===== src/ssp_pkg.sv =====
// ssp_pkg.sv: register map, field layout and reset values of the serial port
`default_nettype none
package ssp_pkg;
  localparam int unsigned DW = 16;           // register data width
  localparam int unsigned AW = 3;            // register address width
  // register word addresses
  localparam logic [AW-1:0] A_CTRL = 3'h0;   // serial_port_control_reg
  localparam logic [AW-1:0] A_BAUD = 3'h1;   // baud_timer_reload_reg
  localparam logic [AW-1:0] A_TX   = 3'h2;   // transmit holding buffer
  localparam logic [AW-1:0] A_RX   = 3'h3;   // receive buffer
  localparam logic [AW-1:0] A_STAT = 3'h4;   // event status, write one clears
  localparam logic [AW-1:0] A_MASK = 3'h5;   // interrupt mask
  // control field positions
  localparam int unsigned CB_WID = 0;        // [3:0] word width minus one
  localparam int unsigned CB_LSB = 4;        // 1: lsb shifted first
  localparam int unsigned CB_PHA = 5;        // clock phase
  localparam int unsigned CB_POL = 6;        // clock idle level
  localparam int unsigned CB_MST = 7;        // 1: master, 0: slave
  localparam int unsigned CB_EN  = 15;       // port_global_enable
  // status field positions
  localparam int unsigned SB_TX   = 0;       // tx buffer taken (sticky)
  localparam int unsigned SB_RX   = 1;       // word received (sticky)
  localparam int unsigned SB_ERR  = 2;       // receive overrun (sticky)
  localparam int unsigned SB_BUSY = 3;       // shifter active
  localparam int unsigned SB_TXF  = 4;       // tx buffer full
  localparam int unsigned SB_RXF  = 5;       // rx buffer full
  // values after reset
  localparam logic [DW-1:0] CTRL_RST = 16'h0007;
  localparam logic [DW-1:0] BAUD_RST = 16'h0001;
  localparam logic [2:0]    MASK_RST = 3'h0;
  localparam logic [2:0]    STAT_RST = 3'h0;
  // master sequencing
  typedef enum {M_IDLE, M_SHIFT} ssp_mst_t;
endpackage
`default_nettype wire


===== src/ssp_shift_if.sv =====
// ssp_shift_if.sv: link between the port control and its shift engine
`timescale 1ns/10ps
`default_nettype none
interface ssp_shift_if;
  logic        start;     // load tx_word and begin a word
  logic        abort;     // drop the word in progress
  logic        lead;      // leading shift clock edge
  logic        trail;     // trailing shift clock edge
  logic        cpha;      // clock phase
  logic        lsb_first; // shift direction
  logic [3:0]  wid;       // width minus one
  logic        sdi;       // serial data in (synchronised)
  logic        sdo;       // serial data out
  logic [15:0] tx_word;   // word to send
  logic [15:0] rx_word;   // word received
  logic        done;      // one-cycle pulse, rx_word valid
  logic        active;    // word in progress
  modport ctl (output start, abort, lead, trail, cpha, lsb_first, wid, sdi,
               tx_word, input sdo, rx_word, done, active);
  modport eng (input start, abort, lead, trail, cpha, lsb_first, wid, sdi,
               tx_word, output sdo, rx_word, done, active);
endinterface
`default_nettype wire


===== src/ssp_baud.sv =====
// ssp_baud.sv: dedicated 16-bit down-counting baud timer with reload
`timescale 1ns/10ps
`default_nettype none
module ssp_baud (
  input  wire logic        core_clk,
  input  wire logic        resetn,
  input  wire logic        enable,
  input  wire logic [15:0] reload,
  output logic      [15:0] count,
  output logic             phase
);
  import ssp_pkg::*;
  logic pre;    // half-rate prescaler
  logic run_d;  // enable seen last cycle
  logic tick;   // timer advance, one cycle in two

  // prescaler only runs while enabled
  always_ff @(posedge core_clk) begin
    if (!resetn || !enable) pre <= 1'b0;
    else pre <= ~pre;
  end
  assign tick = enable & pre;

  always_ff @(posedge core_clk) begin
    if (!resetn) run_d <= 1'b0;
    else run_d <= enable;
  end

  // load on enable, count down, reload at underflow
  always_ff @(posedge core_clk) begin
    if (!resetn) count <= 16'h0000;
    else if (enable && !run_d) count <= reload;
    else if (tick) count <= (count == 16'h0000) ? reload : count - 16'h0001;
  end

  // for a nonzero reload, two phase events per reload+1 ticks (reload 0 gives only underflow): underflow and midway, so a
  // bit lasts 2*(reload+1) core cycles; halves differ by a tick for
  // even reloads
  always_ff @(posedge core_clk) begin
    if (!resetn) phase <= 1'b0;
    else phase <= tick && ((count == 16'h0000) ||
                  (count - 16'h0001 == {1'b0, reload[15:1]}));
  end
endmodule
`default_nettype wire


===== src/ssp_shift.sv =====
// ssp_shift.sv: shift engine, one word of 1 to 16 bits per start
`timescale 1ns/10ps
`default_nettype none
module ssp_shift (
  input wire logic core_clk,
  input wire logic resetn,
  ssp_shift_if.eng sif
);
  import ssp_pkg::*;
  logic [15:0] sreg;   // outgoing bits
  logic [15:0] rreg;   // incoming bits
  logic [4:0]  nbit;   // bits sampled so far
  logic        first;  // no shift edge seen yet
  logic [4:0]  wlen;   // word length
  logic        smp;    // sampling edge
  logic        shf;    // shifting edge

  // right-justify the collected bits for either direction
  function automatic logic [15:0] align(input logic [15:0] r,
                                        input logic [3:0] w,
                                        input logic lsb);
    align = lsb ? (r >> (4'hf - w)) : (r & ~(16'hfffe << w));
  endfunction

  // one incoming bit joins the collected ones at the end it belongs to
  function automatic logic [15:0] shin(input logic [15:0] r,
                                       input logic b,
                                       input logic lsb);
    shin = lsb ? {b, r[15:1]} : {r[14:0], b};
  endfunction

  assign wlen = {1'b0, sif.wid} + 5'h01;
  // phase 0 samples on leading, phase 1 on trailing edge
  assign smp = sif.cpha ? sif.trail : sif.lead;
  assign shf = sif.cpha ? sif.lead : sif.trail;
  assign sif.sdo = sif.lsb_first ? sreg[0] : sreg[sif.wid];

  // data path: load, shift out, sample
  always_ff @(posedge core_clk) begin
    if (!resetn) begin
      sreg <= 16'h0000;
      rreg <= 16'h0000;
    end else if (sif.start) begin
      sreg <= sif.tx_word;
    end else if (sif.active) begin
      if (smp) rreg <= shin(rreg, sif.sdi, sif.lsb_first);
      // phase 1 presents its first bit without shifting
      if (shf && !(sif.cpha && first))
        sreg <= sif.lsb_first ? (sreg >> 1) : (sreg << 1);
    end
  end

  // control: bit count, end of word, result register
  always_ff @(posedge core_clk) begin
    if (!resetn) begin
      sif.active  <= 1'b0;
      sif.done    <= 1'b0;
      sif.rx_word <= 16'h0000;
      nbit        <= 5'h00;
      first       <= 1'b0;
    end else begin
      sif.done <= 1'b0;
      if (sif.abort) begin
        sif.active <= 1'b0;
      end else if (sif.start) begin
        sif.active <= 1'b1;
        nbit       <= 5'h00;
        first      <= 1'b1;
      end else if (sif.active) begin
        if (smp) nbit <= nbit + 5'h01;
        if (shf) first <= 1'b0;
        // a word ends on the trailing edge after its last sample in phase 0, on the last sample itself in phase 1
        if (sif.trail && ((sif.cpha ? nbit + 5'h01 : nbit) == wlen)) begin
          sif.active  <= 1'b0;
          sif.done    <= 1'b1;
          // phase 1 takes its last bit in this very cycle, either order
          sif.rx_word <= align(sif.cpha ? shin(rreg, sif.sdi, sif.lsb_first)
                                        : rreg, sif.wid, sif.lsb_first);
        end
      end
    end
  end
endmodule
`default_nettype wire


===== src/ssp_port.sv =====
// ssp_port.sv: synchronous serial port top, registers, pins and interrupts
//
// Design decisions made here: the placing of the registers and the address-and-strobe port.
`timescale 1ns/10ps
`default_nettype none
module ssp_port (
  input  wire logic                   core_clk,
  input  wire logic                   resetn,
  input  wire logic [ssp_pkg::AW-1:0] addr,
  input  wire logic [ssp_pkg::DW-1:0] wdata,
  input  wire logic                   wr,
  input  wire logic                   rd,
  output logic      [ssp_pkg::DW-1:0] rdata,
  input  wire logic                   sclk_in,
  output logic                        sclk_out,
  output logic                        sclk_oe,
  input  wire logic                   mosi_in,
  output logic                        mosi_out,
  output logic                        mosi_oe,
  input  wire logic                   miso_in,
  output logic                        miso_out,
  output logic                        miso_oe,
  input  wire logic                   ssel_n_in,
  output logic                        ssel_n_out,
  output logic                        ssel_n_oe,
  output logic                        irq_tx,
  output logic                        irq_rx,
  output logic                        irq_err,
  output logic                        irq
);
  import ssp_pkg::*;

  // register state
  logic [DW-1:0] ctrl;      // serial_port_control_reg
  logic [DW-1:0] reload;    // baud_timer_reload_reg
  logic [DW-1:0] tx_hold;   // transmit holding buffer
  logic          tx_full;   // holding buffer has a word
  logic [DW-1:0] rx_hold;   // receive buffer
  logic          rx_full;   // receive buffer unread
  logic [2:0]    status;    // sticky events
  logic [2:0]    mask;      // interrupt enables
  logic [2:0]    ev_set;    // events this cycle
  logic [DW-1:0] bcount;    // running baud timer value
  logic          phase;     // baud phase event

  // decoded control fields
  logic en;                 // port_global_enable
  logic master;             // master mode
  logic cpol;               // idle clock level
  assign en     = ctrl[CB_EN];
  assign master = ctrl[CB_MST];
  assign cpol   = ctrl[CB_POL];

  // bus strobes
  logic wr_ctrl;
  logic wr_baud;
  logic wr_tx;
  logic wr_stat;
  logic wr_mask;
  logic rd_rx;
  assign wr_ctrl = wr && (addr == A_CTRL);
  assign wr_baud = wr && (addr == A_BAUD);
  assign wr_tx   = wr && (addr == A_TX);
  assign wr_stat = wr && (addr == A_STAT);
  assign wr_mask = wr && (addr == A_MASK);
  assign rd_rx   = rd && (addr == A_RX);

  // pin synchronisers: sync1 feeds sync2 only, sclk_d follows sync2
  logic [3:0] sync1;        // first stage {ssel, miso, mosi, sclk}
  logic [3:0] sync2;        // second stage, safe to use
  logic       sclk_d;       // previous synchronised shift clock
  always_ff @(posedge core_clk) begin
    if (!resetn) begin
      sync1  <= 4'hf;
      sync2  <= 4'hf;
      sclk_d <= 1'b0;
    end else begin
      sync1  <= {ssel_n_in, miso_in, mosi_in, sclk_in};
      sync2  <= sync1;
      sclk_d <= sync2[0];
    end
  end

  // slave side view of the pins
  logic s_sel;              // slave selected
  logic s_sel_d;            // selection last cycle
  logic s_lead;             // leading edge seen on external clock
  logic s_trail;            // trailing edge seen on external clock
  assign s_sel   = ~sync2[3];
  assign s_lead  = s_sel && (sync2[0] != sclk_d) && (sclk_d == cpol);
  assign s_trail = s_sel && (sync2[0] != sclk_d) && (sclk_d != cpol);

  always_ff @(posedge core_clk) begin
    if (!resetn) s_sel_d <= 1'b0;
    else s_sel_d <= s_sel;
  end

  // baud timer runs only while the port is enabled
  ssp_baud u_baud (
    .core_clk (core_clk),
    .resetn   (resetn),
    .enable   (en),
    .reload   (reload),
    .count    (bcount),
    .phase    (phase)
  );

  // shift engine
  ssp_shift_if sif ();
  ssp_shift u_shift (
    .core_clk (core_clk),
    .resetn   (resetn),
    .sif      (sif)
  );

  // master sequencer
  ssp_mst_t mst;            // master state
  logic     m_go;           // master may start a word
  logic     s_go;           // slave selection began
  assign m_go = en && master && (mst == M_IDLE) && tx_full && phase;
  assign s_go = en && !master && s_sel && !s_sel_d;

  // master waits for a phase event so the first bit gets a full half
  // bit of setup before the first clock edge
  always_ff @(posedge core_clk) begin
    if (!resetn) begin
      mst <= M_IDLE;
    end else begin
      case (mst)
        M_IDLE: begin
          if (m_go) mst <= M_SHIFT;
        end
        M_SHIFT: begin
          if (!en || sif.done) mst <= M_IDLE;
        end
        default: begin
          mst <= M_IDLE;
        end
      endcase
    end
  end

  // master shift clock toggles on each phase event while shifting
  always_ff @(posedge core_clk) begin
    if (!resetn) sclk_out <= 1'b0;
    else if (mst == M_SHIFT && sif.active && phase) sclk_out <= ~sclk_out;
    else if (mst == M_IDLE) sclk_out <= cpol; // idle level
  end

  // engine drive: edges from own timer or from the external master
  assign sif.start     = m_go || s_go;
  assign sif.abort     = !en || (!master && !s_sel && sif.active);
  assign sif.lead      = master ? (mst == M_SHIFT && phase &&
                                   sclk_out == cpol) : s_lead;
  assign sif.trail     = master ? (mst == M_SHIFT && phase &&
                                   sclk_out != cpol) : s_trail;
  assign sif.cpha      = ctrl[CB_PHA];
  assign sif.lsb_first = ctrl[CB_LSB];
  assign sif.wid       = ctrl[CB_WID +: 4];
  // an unloaded slave answers with zeros
  assign sif.tx_word   = tx_full ? tx_hold : 16'h0000;
  assign sif.sdi       = master ? sync2[2] : sync2[1];

  // pins: master drives clock, data out and select; a slave drives
  // its data line only while selected so others may share it
  assign mosi_out   = sif.sdo;
  assign miso_out   = sif.sdo;
  assign sclk_oe    = en && master;
  assign mosi_oe    = en && master;
  assign ssel_n_oe  = en && master;
  assign ssel_n_out = (mst != M_SHIFT);
  assign miso_oe    = en && !master && s_sel;

  // control register
  always_ff @(posedge core_clk) begin
    if (!resetn) ctrl <= CTRL_RST;
    else if (wr_ctrl) ctrl <= wdata;
  end

  // reload accepted only while disabled
  always_ff @(posedge core_clk) begin
    if (!resetn) reload <= BAUD_RST;
    else if (wr_baud && !en) reload <= wdata;
  end

  // transmit holding buffer: the engine takes it at word start, so the
  // next word can be queued while this one shifts
  always_ff @(posedge core_clk) begin
    if (!resetn) begin
      tx_hold <= 16'h0000;
      tx_full <= 1'b0;
    end else if (wr_tx) begin
      tx_hold <= wdata;
      tx_full <= 1'b1;
    end else if (sif.start || !en) begin
      tx_full <= 1'b0;
    end
  end

  // receive buffer: a completed word wins over a read in the same
  // cycle so that no word is silently lost
  always_ff @(posedge core_clk) begin
    if (!resetn) begin
      rx_hold <= 16'h0000;
      rx_full <= 1'b0;
    end else if (sif.done) begin
      rx_hold <= sif.rx_word;
      rx_full <= 1'b1;
    end else if (rd_rx) begin
      rx_full <= 1'b0;
    end
  end

  // events: buffer taken, word in, overrun on an unread buffer
  assign ev_set[SB_TX]  = sif.start && tx_full;
  assign ev_set[SB_RX]  = sif.done;
  assign ev_set[SB_ERR] = sif.done && rx_full && !rd_rx;

  // sticky status, write one clears, a new event wins over its clear
  always_ff @(posedge core_clk) begin
    if (!resetn) status <= STAT_RST;
    else if (wr_stat) status <= (status & ~wdata[2:0]) | ev_set;
    else status <= status | ev_set;
  end

  // interrupt mask
  always_ff @(posedge core_clk) begin
    if (!resetn) mask <= MASK_RST;
    else if (wr_mask) mask <= wdata[2:0];
  end

  // three separate requests plus their sum, all levels
  assign irq_tx  = status[SB_TX] & mask[SB_TX];
  assign irq_rx  = status[SB_RX] & mask[SB_RX];
  assign irq_err = status[SB_ERR] & mask[SB_ERR];
  assign irq     = irq_tx | irq_rx | irq_err;

  // read data, valid only in the cycle after the read strobe
  always_ff @(posedge core_clk) begin
    if (!resetn) begin
      rdata <= 16'h0000;
    end else if (rd) begin
      case (addr)
        A_CTRL: rdata <= ctrl;
        // live count while enabled, reload while not
        A_BAUD: rdata <= en ? bcount : reload;
        A_TX:   rdata <= tx_hold;
        A_RX:   rdata <= rx_hold;
        A_STAT: rdata <= {10'h000, rx_full, tx_full, sif.active, status};
        A_MASK: rdata <= {13'h0000, mask};
        default: rdata <= 16'h0000; // unmapped reads as zero
      endcase
    end else begin
      rdata <= 16'h0000;
    end
  end

  // checks next to the logic they guard
  property p_baud_live;
    @(posedge core_clk) disable iff (!resetn)
      (rd && addr == A_BAUD && en) |=> (rdata == $past(bcount));
  endproperty
  a_baud_live: assert property (p_baud_live)
    else $error("baud read while enabled is not the timer count");

  property p_baud_reload;
    @(posedge core_clk) disable iff (!resetn)
      (rd && addr == A_BAUD && !en) |=> (rdata == $past(reload));
  endproperty
  a_baud_reload: assert property (p_baud_reload)
    else $error("baud read while disabled is not the reload");

  property p_reload_lock;
    @(posedge core_clk) disable iff (!resetn)
      (wr_baud && en) |=> $stable(reload);
  endproperty
  a_reload_lock: assert property (p_reload_lock)
    else $error("reload changed while enabled");

  property p_timer_stop;
    @(posedge core_clk) disable iff (!resetn)
      (!en && $past(!en)) |-> ($stable(bcount) && !phase);
  endproperty
  a_timer_stop: assert property (p_timer_stop)
    else $error("baud timer moved while disabled");

  property p_half_rate;
    @(posedge core_clk) disable iff (!resetn)
      phase |=> !phase;
  endproperty
  a_half_rate: assert property (p_half_rate)
    else $error("phase events faster than half core rate");

  // a disable right after underflow freezes the count, so en must last
  property p_underflow;
    @(posedge core_clk) disable iff (!resetn)
      (en && $past(en) && bcount == 16'h0000 && reload != 16'h0000) ##1 en
        |-> ##[0:1] (bcount == reload);
  endproperty
  a_underflow: assert property (p_underflow)
    else $error("timer did not reload after underflow");

  property p_rx_event;
    @(posedge core_clk) disable iff (!resetn)
      sif.done |=> (status[SB_RX] && rx_full && rx_hold == $past(sif.rx_word));
  endproperty
  a_rx_event: assert property (p_rx_event)
    else $error("received word not buffered and flagged");

  property p_overrun;
    @(posedge core_clk) disable iff (!resetn)
      (sif.done && rx_full && !rd_rx) |=> status[SB_ERR];
  endproperty
  a_overrun: assert property (p_overrun)
    else $error("overrun not flagged");

  property p_tx_take;
    @(posedge core_clk) disable iff (!resetn)
      (sif.start && tx_full && !wr_tx) |=> (!tx_full && status[SB_TX]);
  endproperty
  a_tx_take: assert property (p_tx_take)
    else $error("holding buffer not released at word start");

  property p_idle_clk;
    @(posedge core_clk) disable iff (!resetn)
      (en && master && mst == M_IDLE && $past(mst == M_IDLE) &&
       $stable(cpol)) |-> (sclk_out == cpol);
  endproperty
  a_idle_clk: assert property (p_idle_clk)
    else $error("master clock not at idle level");

  property p_slave_quiet;
    @(posedge core_clk) disable iff (!resetn)
      !master |-> (!sclk_oe && !mosi_oe && !ssel_n_oe);
  endproperty
  a_slave_quiet: assert property (p_slave_quiet)
    else $error("slave drives master pins");
endmodule
`default_nettype wire


===== config.mk =====
export PLATFORM = sky130hd
export DESIGN_NAME = ssp_port
export DESIGN_NICKNAME = d
export VERILOG_FILES = /design/src/ssp_pkg.sv /design/src/ssp_shift_if.sv /design/src/ssp_baud.sv /design/src/ssp_shift.sv /design/src/ssp_port.sv
export SDC_FILE = /design/constraint.sdc
export NUM_CORES = 1
export LEC_CHECK = 0
export BUFFER_PORTS_ARGS = -buffer_cell sky130_fd_sc_hd__clkbuf_2
export CAP_MARGIN = 25
export CORE_UTILIZATION = 40
export DETAILED_ROUTE_END_ITERATION = 8
export SYNTH_ARGS = -nofsm -noshare
export SYNTH_HDL_FRONTEND = slang
export SYNTH_SLANG_ARGS = --single-unit

===== constraint.sdc =====
create_clock -name core_clk -period 2.67 [get_ports core_clk]
set_input_delay 0.534 -clock core_clk [delete_from_list [all_inputs] [get_ports core_clk]]
set_output_delay 0.534 -clock core_clk [all_outputs]
set_load 0.1 [all_outputs]

==> results of run 1 <==
## kinds of logic after synthesis
kind of cell	Yosys count	synth area share
fa+ha+maj	7	0.009011
xor+xnor	34	0.03283
simple gates	431	0.2049
mux	111	0.1273
buf+inv	125	0.05600
flops	175	0.3605
compound gates	329	0.2095
## cell type report
type | instances | area [um2]
multi-input combinational | 912 | 5709
fill | 2377 | 12600
clock buffer | 19 | 442.9
tap | 319 | 399.1
inverter | 20 | 77.57
sequential | 175 | 3508
clock inverter | 12 | 112.6
timing repair buffer | 110 | 834.6
## flip-flops by register name, indices dropped and copies added, names as in the netlist, 3 cells and up
| signal | flops |
|---|---|
| ctrl | 16 |
| rdata | 16 |
| reload | 16 |
| rx_hold | 16 |
| tx_hold | 16 |
| u_baud.count | 16 |
| u_shift.rreg | 16 |
| u_shift.sif.rx_word | 16 |
| u_shift.sreg | 16 |
| u_shift.nbit | 5 |
| sync1 | 4 |
| sync2 | 4 |
| mask | 3 |
| status | 3 |
## synthesized netlist by cell type, drive strengths merged, types with 8 or more instances
| library cell | number |
|---|---|
| a211oi | 32 |
| a21o | 10 |
| a21oi | 145 |
| a22oi | 26 |
| a31oi | 16 |
| and2 | 21 |
| and3 | 14 |
| buf | 35 |
| clkbuf | 70 |
| dfxtp | 175 |
| inv | 19 |
| mux2 | 21 |
| mux2i | 82 |
| mux4 | 8 |
| nand2 | 150 |
| nand2b | 17 |
| nand3 | 24 |
| nand4 | 11 |
| nor2 | 138 |
| nor3 | 22 |
| o21ai | 42 |
| o22ai | 10 |
| xnor2 | 19 |
| xor2 | 14 |
## worst min-delay path by stage
| stage | to | depth (start not counted) | slack, ns |
|---|---|---|---|
| after floorplan | sync2[0] | 1 | 0.39 |
| after global placement | sync2[0] | 1 | 0.39 |
| after detailed placement | sync2[0] | 1 | 0.40 |
| after CTS | sync1[0] | 2 | 0.26 |
| after global routing | sync1[0] | 2 | 0.27 |
| final | sync1[3] | 2 | 0.28 |
## report_power, final
part,internal [mW],leakage (nW),switching (mW)
combinational,0.190,2.43,0.328
clock,1.31,0.258,1.09
sequential,2.64,1.41,0.0312
## per-stage QoR
| stage | utilization | worst slack [ns] | instance area [um2] | instances | TNS [ns] |
|---|---|---|---|---|---|
| final | 0.4680 | -0.05363 | 11080 | 1567 | -0.1068 |
| after global routing | 0.4680 | -0.1390 | 11080 | 1567 | -0.2776 |
| after CTS | 0.4669 | -0.08992 | 11060 | 1566 | -0.1794 |
| after detailed placement | 0.4427 | 0.1318 | 10480 | 1534 | 0 |
| after global placement | 0.4427 | 0.1831 | 10480 | 1534 | 0 |
| after floorplan | - | -0.02611 | 9732 | 1212 | -0.02611 |
## timing repair
action	CTS	global route
gates resized for setup	4	5
buffers inserted	1	1
setup endpoints to repair	2	16
pin swaps	1	4
## metal layers
layer	GRT usage	wire, um	up-vias
met5	0	0	-
met4	0.05317	351	0
met3	0.04708	1986	30
met2	0.3625	12660	321
met1	0.3342	13390	4278
li1	-	-	4352
## critical path, stage by stage (launching register included)
cell     delay, ns
dfxtp_4       0.35
buf_6         0.12
mux4_2        0.48
mux4_2        0.48
nand2_2       0.10
nand2_4       0.07
buf_12        0.17
==> results.yml, run 1 <==
sta:
  tightest_slew_ns: 0.8882
  slew_headroom: 0.4051
  slew_violations: 0
  fin_skew_ns: 0.01295
  setup_ws_ns: -0.05363
  setup_violations: 2
  rsz0062_at_grt: "yes"
  hold_viol: 0
  fmax_mhz: 367.2
  min_period_ns: 2.724
  whs_ns: 0.2788
  fin_crit_sh: 1.020
status:
  failed_checks: "negative setup slack"
  status: "finished with violations"
floorplanning:
  dieArea_um2: 24930
  coreArea_um2: 23680
  ios: 55
  row_count: 56
  die_x_um: 157.9
  die_y_um: 157.9
  initial_core_util: 0.4104
clock_tree:
  hold_buffers: 0
  clk_pin_slew_ns: 0.07
  root_buffer: "clkbuf_16"
  clk_latency_ns: 0.44
  cts_tree: "yes"
  clockBufferDepth: 2
  numCtsBuffers: 17
  clock-sinks: 175
  htree_levels: 4
routing:
  ant_nets: 0
  remaining_drc_errors: 0
  drt_pass1_iterations: 6
  drt_iter0_markers: 996
  wl_per_cell_um: 18.12
  via_per_inst: 5.731
  wl_mm: 28.39
  vias: 8981
worst_setup_path:
  r2r_start: "u_shift.nbit[0]"
  reg2reg_setup_slack_ns: 0.15
  critical_path.endpoint: "miso_out"
  startpoint_type: "register"
  rr_endpoint: "u_shift.sif.rx_word[15]"
  crit_fanout: 4
  crit_start: "ctrl[0]"
  path_class: "reg -> out"
  reg2reg_depth: 9
  cp.arrival_ns: 2.19
  endpoint_kind: "output pin"
  critPathRequiredTime_ns: 2.14
power_and_ir_drop:
  power_mw: 5.585
  power_density_nw_per_um2: 503.8
  peakVddDrop_v: 0.0003542
  power_leakage_nw: 4.099
synthesis:
  ys_warn_count: 0
  synthCells: 1212
  synth_flop_cell: "dfxtp_1"
  synth_area_um2: 9719
  ys_ff_latch: 175
  synth_top_area_share: 0.3605
  synth_edf_count: 0
  synth-seq-area-share: 0.3605
  async_reset_ff_frac: 0
  ys_types: 74
  yosys-top-cells-area: "dfxtp_1 36%, mux2i_1 8.4%, a21oi_1 7.5%, nand2_1 5.8%, nor2_1 5.3%"
  synth_top_area_cell: "dfxtp_1"
  syn-mean-instance-area_um2: 8.019
  synthesis.nets: 1246
grt:
  grt_antenna_before_repair: 1
  track_usage: 0.2350
  grt_start_max_net_pins: 63
  grt_pass1_vias: 8104
  gr-total-overflow: 0
  grt_pass1_wl_mm: 45.42
cells_and_area:
  layout-drive-gt1-share: 0.1538
  diodes: 0
  mostFrequentLayoutCell: "dfxtp_1"
  area_delta_synth_final_pct: 14.04
  final_cell_mix: "173 x dfxtp_1, 148 x nand2_1, 145 x a21oi_1"
  nets: 1270
worst_hold_path:
  hold_path_class: "in -> reg"
  hp-start: "ssel_n_in"
placed_design:
  gp_congestion: 0.9114
  place_hpwl_mm: 20.66
  port_buffers: 54
flow_run:
  maxCapViolations: 0
Power figures use the tool's default switching activity.
==> run 2: changes to the inputs <==
--- a/config.mk
+++ b/config.mk
@@ -8,6 +8,7 @@
 export BUFFER_PORTS_ARGS = -buffer_cell sky130_fd_sc_hd__clkbuf_2
 export CAP_MARGIN = 25
 export CORE_UTILIZATION = 40
+export CTS_CLUSTER_SIZE = 8
 export DETAILED_ROUTE_END_ITERATION = 8
 export SYNTH_ARGS = -nofsm -noshare
 export SYNTH_HDL_FRONTEND = slang
==> constraint.sdc (replaced) <==
create_clock -name core_clk -period 2.5 [get_ports core_clk]
set_input_delay 0.5 -clock core_clk [delete_from_list [all_inputs] [get_ports core_clk]]
set_output_delay 0.5 -clock core_clk [all_outputs]
set_load 0.1 [all_outputs]
==> run 2 against run 1 <==
  * The run still ends with negative setup slack left
  * Sequential power up 7%
  * Clock skew down 0.0019 ns
  * Critical endpoint unchanged
  * Global-route usage grew 0.26 points
  * Critical path depth is the same
  * Setup slack worse by 0.18 ns
  * Clock-buffer cell count rose by 2
  * Sequential cell count stayed put
  * Register-to-register slack worse by 0.12 ns
  * Design area is 2.7% higher
  * Total power is 8.9% higher
  * First-iteration DRC count shrank 34%
  * Worst hold slack worse by 0.045 ns
==> results.yml, run 2 (synthesis gave the netlist of run 1 again) <==
status:
  status: "finished with violations"
  failed_checks: "negative setup slack"
floorplanning:
  row_count: 56
  ios: 55
  die_x_um: 157.9
  coreArea_um2: 23680
  dieArea_um2: 24930
  die_y_um: 157.9
  initial_core_util: 0.4104
placed_design:
  placedCellCount: 1548
  port_buffers: 54
  post-place-ws_ns: 0.03772
  gp_congestion: 0.9371
  place_hpwl_mm: 21.51
cells_and_area:
  final_cell_mix: "171 x dfxtp_1, 148 x nand2_1, 145 x a21oi_1"
  n_fill_cell: 2355
  multi_input_comb_area_um2: 5796
  nets: 1287
  finalNonFillerCells: 1585
  seqCellArea_um2: 3513
  layout-drive-gt1-share: 0.1738
  diodes: 0
  mostFrequentLayoutCell: "dfxtp_1"
  area_delta_synth_final_pct: 17.15
grt:
  grt_pass1_vias: 7904
  gr-usage-met1: 0.3371
  grt_use_met2: 0.3679
  gr-total-overflow: 0
  busiest_layer: "met2"
  grt_pass1_wl_mm: 45.32
  met3_usage: 0.03750
  track_usage: 0.2376
  grt_antenna_before_repair: 0
  grt_start_max_net_pins: 45
sta:
  slew_violations: 0
  fmax_mhz: 366.2
  slew_headroom: 0.4285
  min_period_ns: 2.731
  fin_crit_sh: 1.092
  setup_violations: 2
  setup_ws_ns: -0.2306
  rsz0062_at_grt: "yes"
  fin_skew_ns: 0.01108
  tightest_slew_ns: 0.8515
  hold_viol: 0
power_and_ir_drop:
  power_density_nw_per_um2: 534.1
  switching_share: 0.2644
  intPower_mw: 4.473
  pwr-share-comb: 0.097
  p_switching_mw: 1.608
  p_clk_frac: 0.435
  peakVddDrop_v: 0.0003345
  power_leakage_nw: 4.230
  power_frac_seq: 0.469
worst_setup_path:
  critPathMaxStageDelay_ns: 0.48
  critPathRequiredTime_ns: 2.00
  path_cells: "buf_12 > mux4_2 > mux4_2 > nand2_2 > nand2_4 > buf_12"
  startpoint_type: "register"
  path_class: "reg -> out"
  crit_fanout: 5
  endpoint_kind: "output pin"
  cp.arrival_ns: 2.23
  cp_slowest_cell: "mux4_2"
routing:
  vias: 8963
  via_per_inst: 5.655
  wl_per_cell_um: 18.44
  remaining_drc_errors: 0
  drt_pass1_iterations: 5
  wl_mm: 29.22
  drt_iter0_markers: 656
  ant_nets: 0
worst_hold_path:
  hold_path_class: "in -> reg"
clock_tree:
  clk_pin_slew_ns: 0.07
  root_buffer: "clkbuf_16"
  clock-sinks: 175
  hold_buffers: 0
  clk_latency_ns: 0.44
  clockBufferDepth: 2
  htree_levels: 4
  numCtsBuffers: 17
  cts_tree: "yes"
flow_run:
  maxCapViolations: 0
run 2: what timing repair did:
action / in CTS / in global routing
setup buffers: 1 / 3
resized for setup: 4 / 25
cloned: 0 / 2
endpoints found under the hold margin: 0 / 0
pin swaps: 1 / 9
setup endpoints to repair: 2 / 16
run 2: power by group through the flow:
stage	clock (mW)	combinational (mW)	sequential, mW
after global placement	0	0.561	2.91
after global routing	2.81	0.637	2.85
after CTS	2.69	0.567	2.85
after floorplan	0	0.375	2.91
after detailed placement	0	0.563	2.91
final	2.64	0.588	2.85
run 2: through the flow:
stage | setup TNS (ns) | power (mW) | hold WS, ns | cell area [um2] | utilization
2_1_floorplan | -0.1621 | 3.285 | 0.3863 | 9737 | -
3_3_place_gp | 0 | 3.473 | 0.3882 | 10610 | 0.4482
3_5_place_dp | 0 | 3.476 | 0.3979 | 10610 | 0.4482
4_1_cts | -0.5021 | 6.106 | 0.2216 | 11200 | 0.4728
5_1_grt | -1.578 | 6.302 | 0.2374 | 11390 | 0.4808
6_report | -0.4608 | 6.082 | 0.2339 | 11390 | 0.4808
run 2: cell type report:
cell class                 instances  share of cell area
timing repair buffer             127             0.09044
inverter                          20            0.007033
clock buffer                      21             0.03956
sequential                       175              0.3086
multi-input combinational        912              0.5090
tap                              319             0.03506
clock inverter                    11             0.01033
run 2: routing by layer:
layer | wire [um] | up-vias
li1 | - | 4402
met1 | 13800 | 4267
met2 | 13320 | 261
met3 | 1649 | 33
met4 | 454 | 0
met5 | 0 | -
run 2: worst paths after layout:
kind	slack, ns	from	cells after the start	endpoint
worst max-delay path	-0.23	ctrl[0]	6	miso_out
worst min-delay path	0.23	miso_in	2	sync1[2]
worst max register to register	0.03	ctrl[0]	10	u_shift.sif.rx_word[15]
worst min register to register	0.41	sync1[0]	1	sync2[0]
run 2: critical path: cells and delay by family, from the launching register on:
kind                   cells  cell delay, ns
buffers and inverters      2            0.29
and+or+nand+nor            2            0.18
muxes                      2            0.96
DFF                        1            0.36
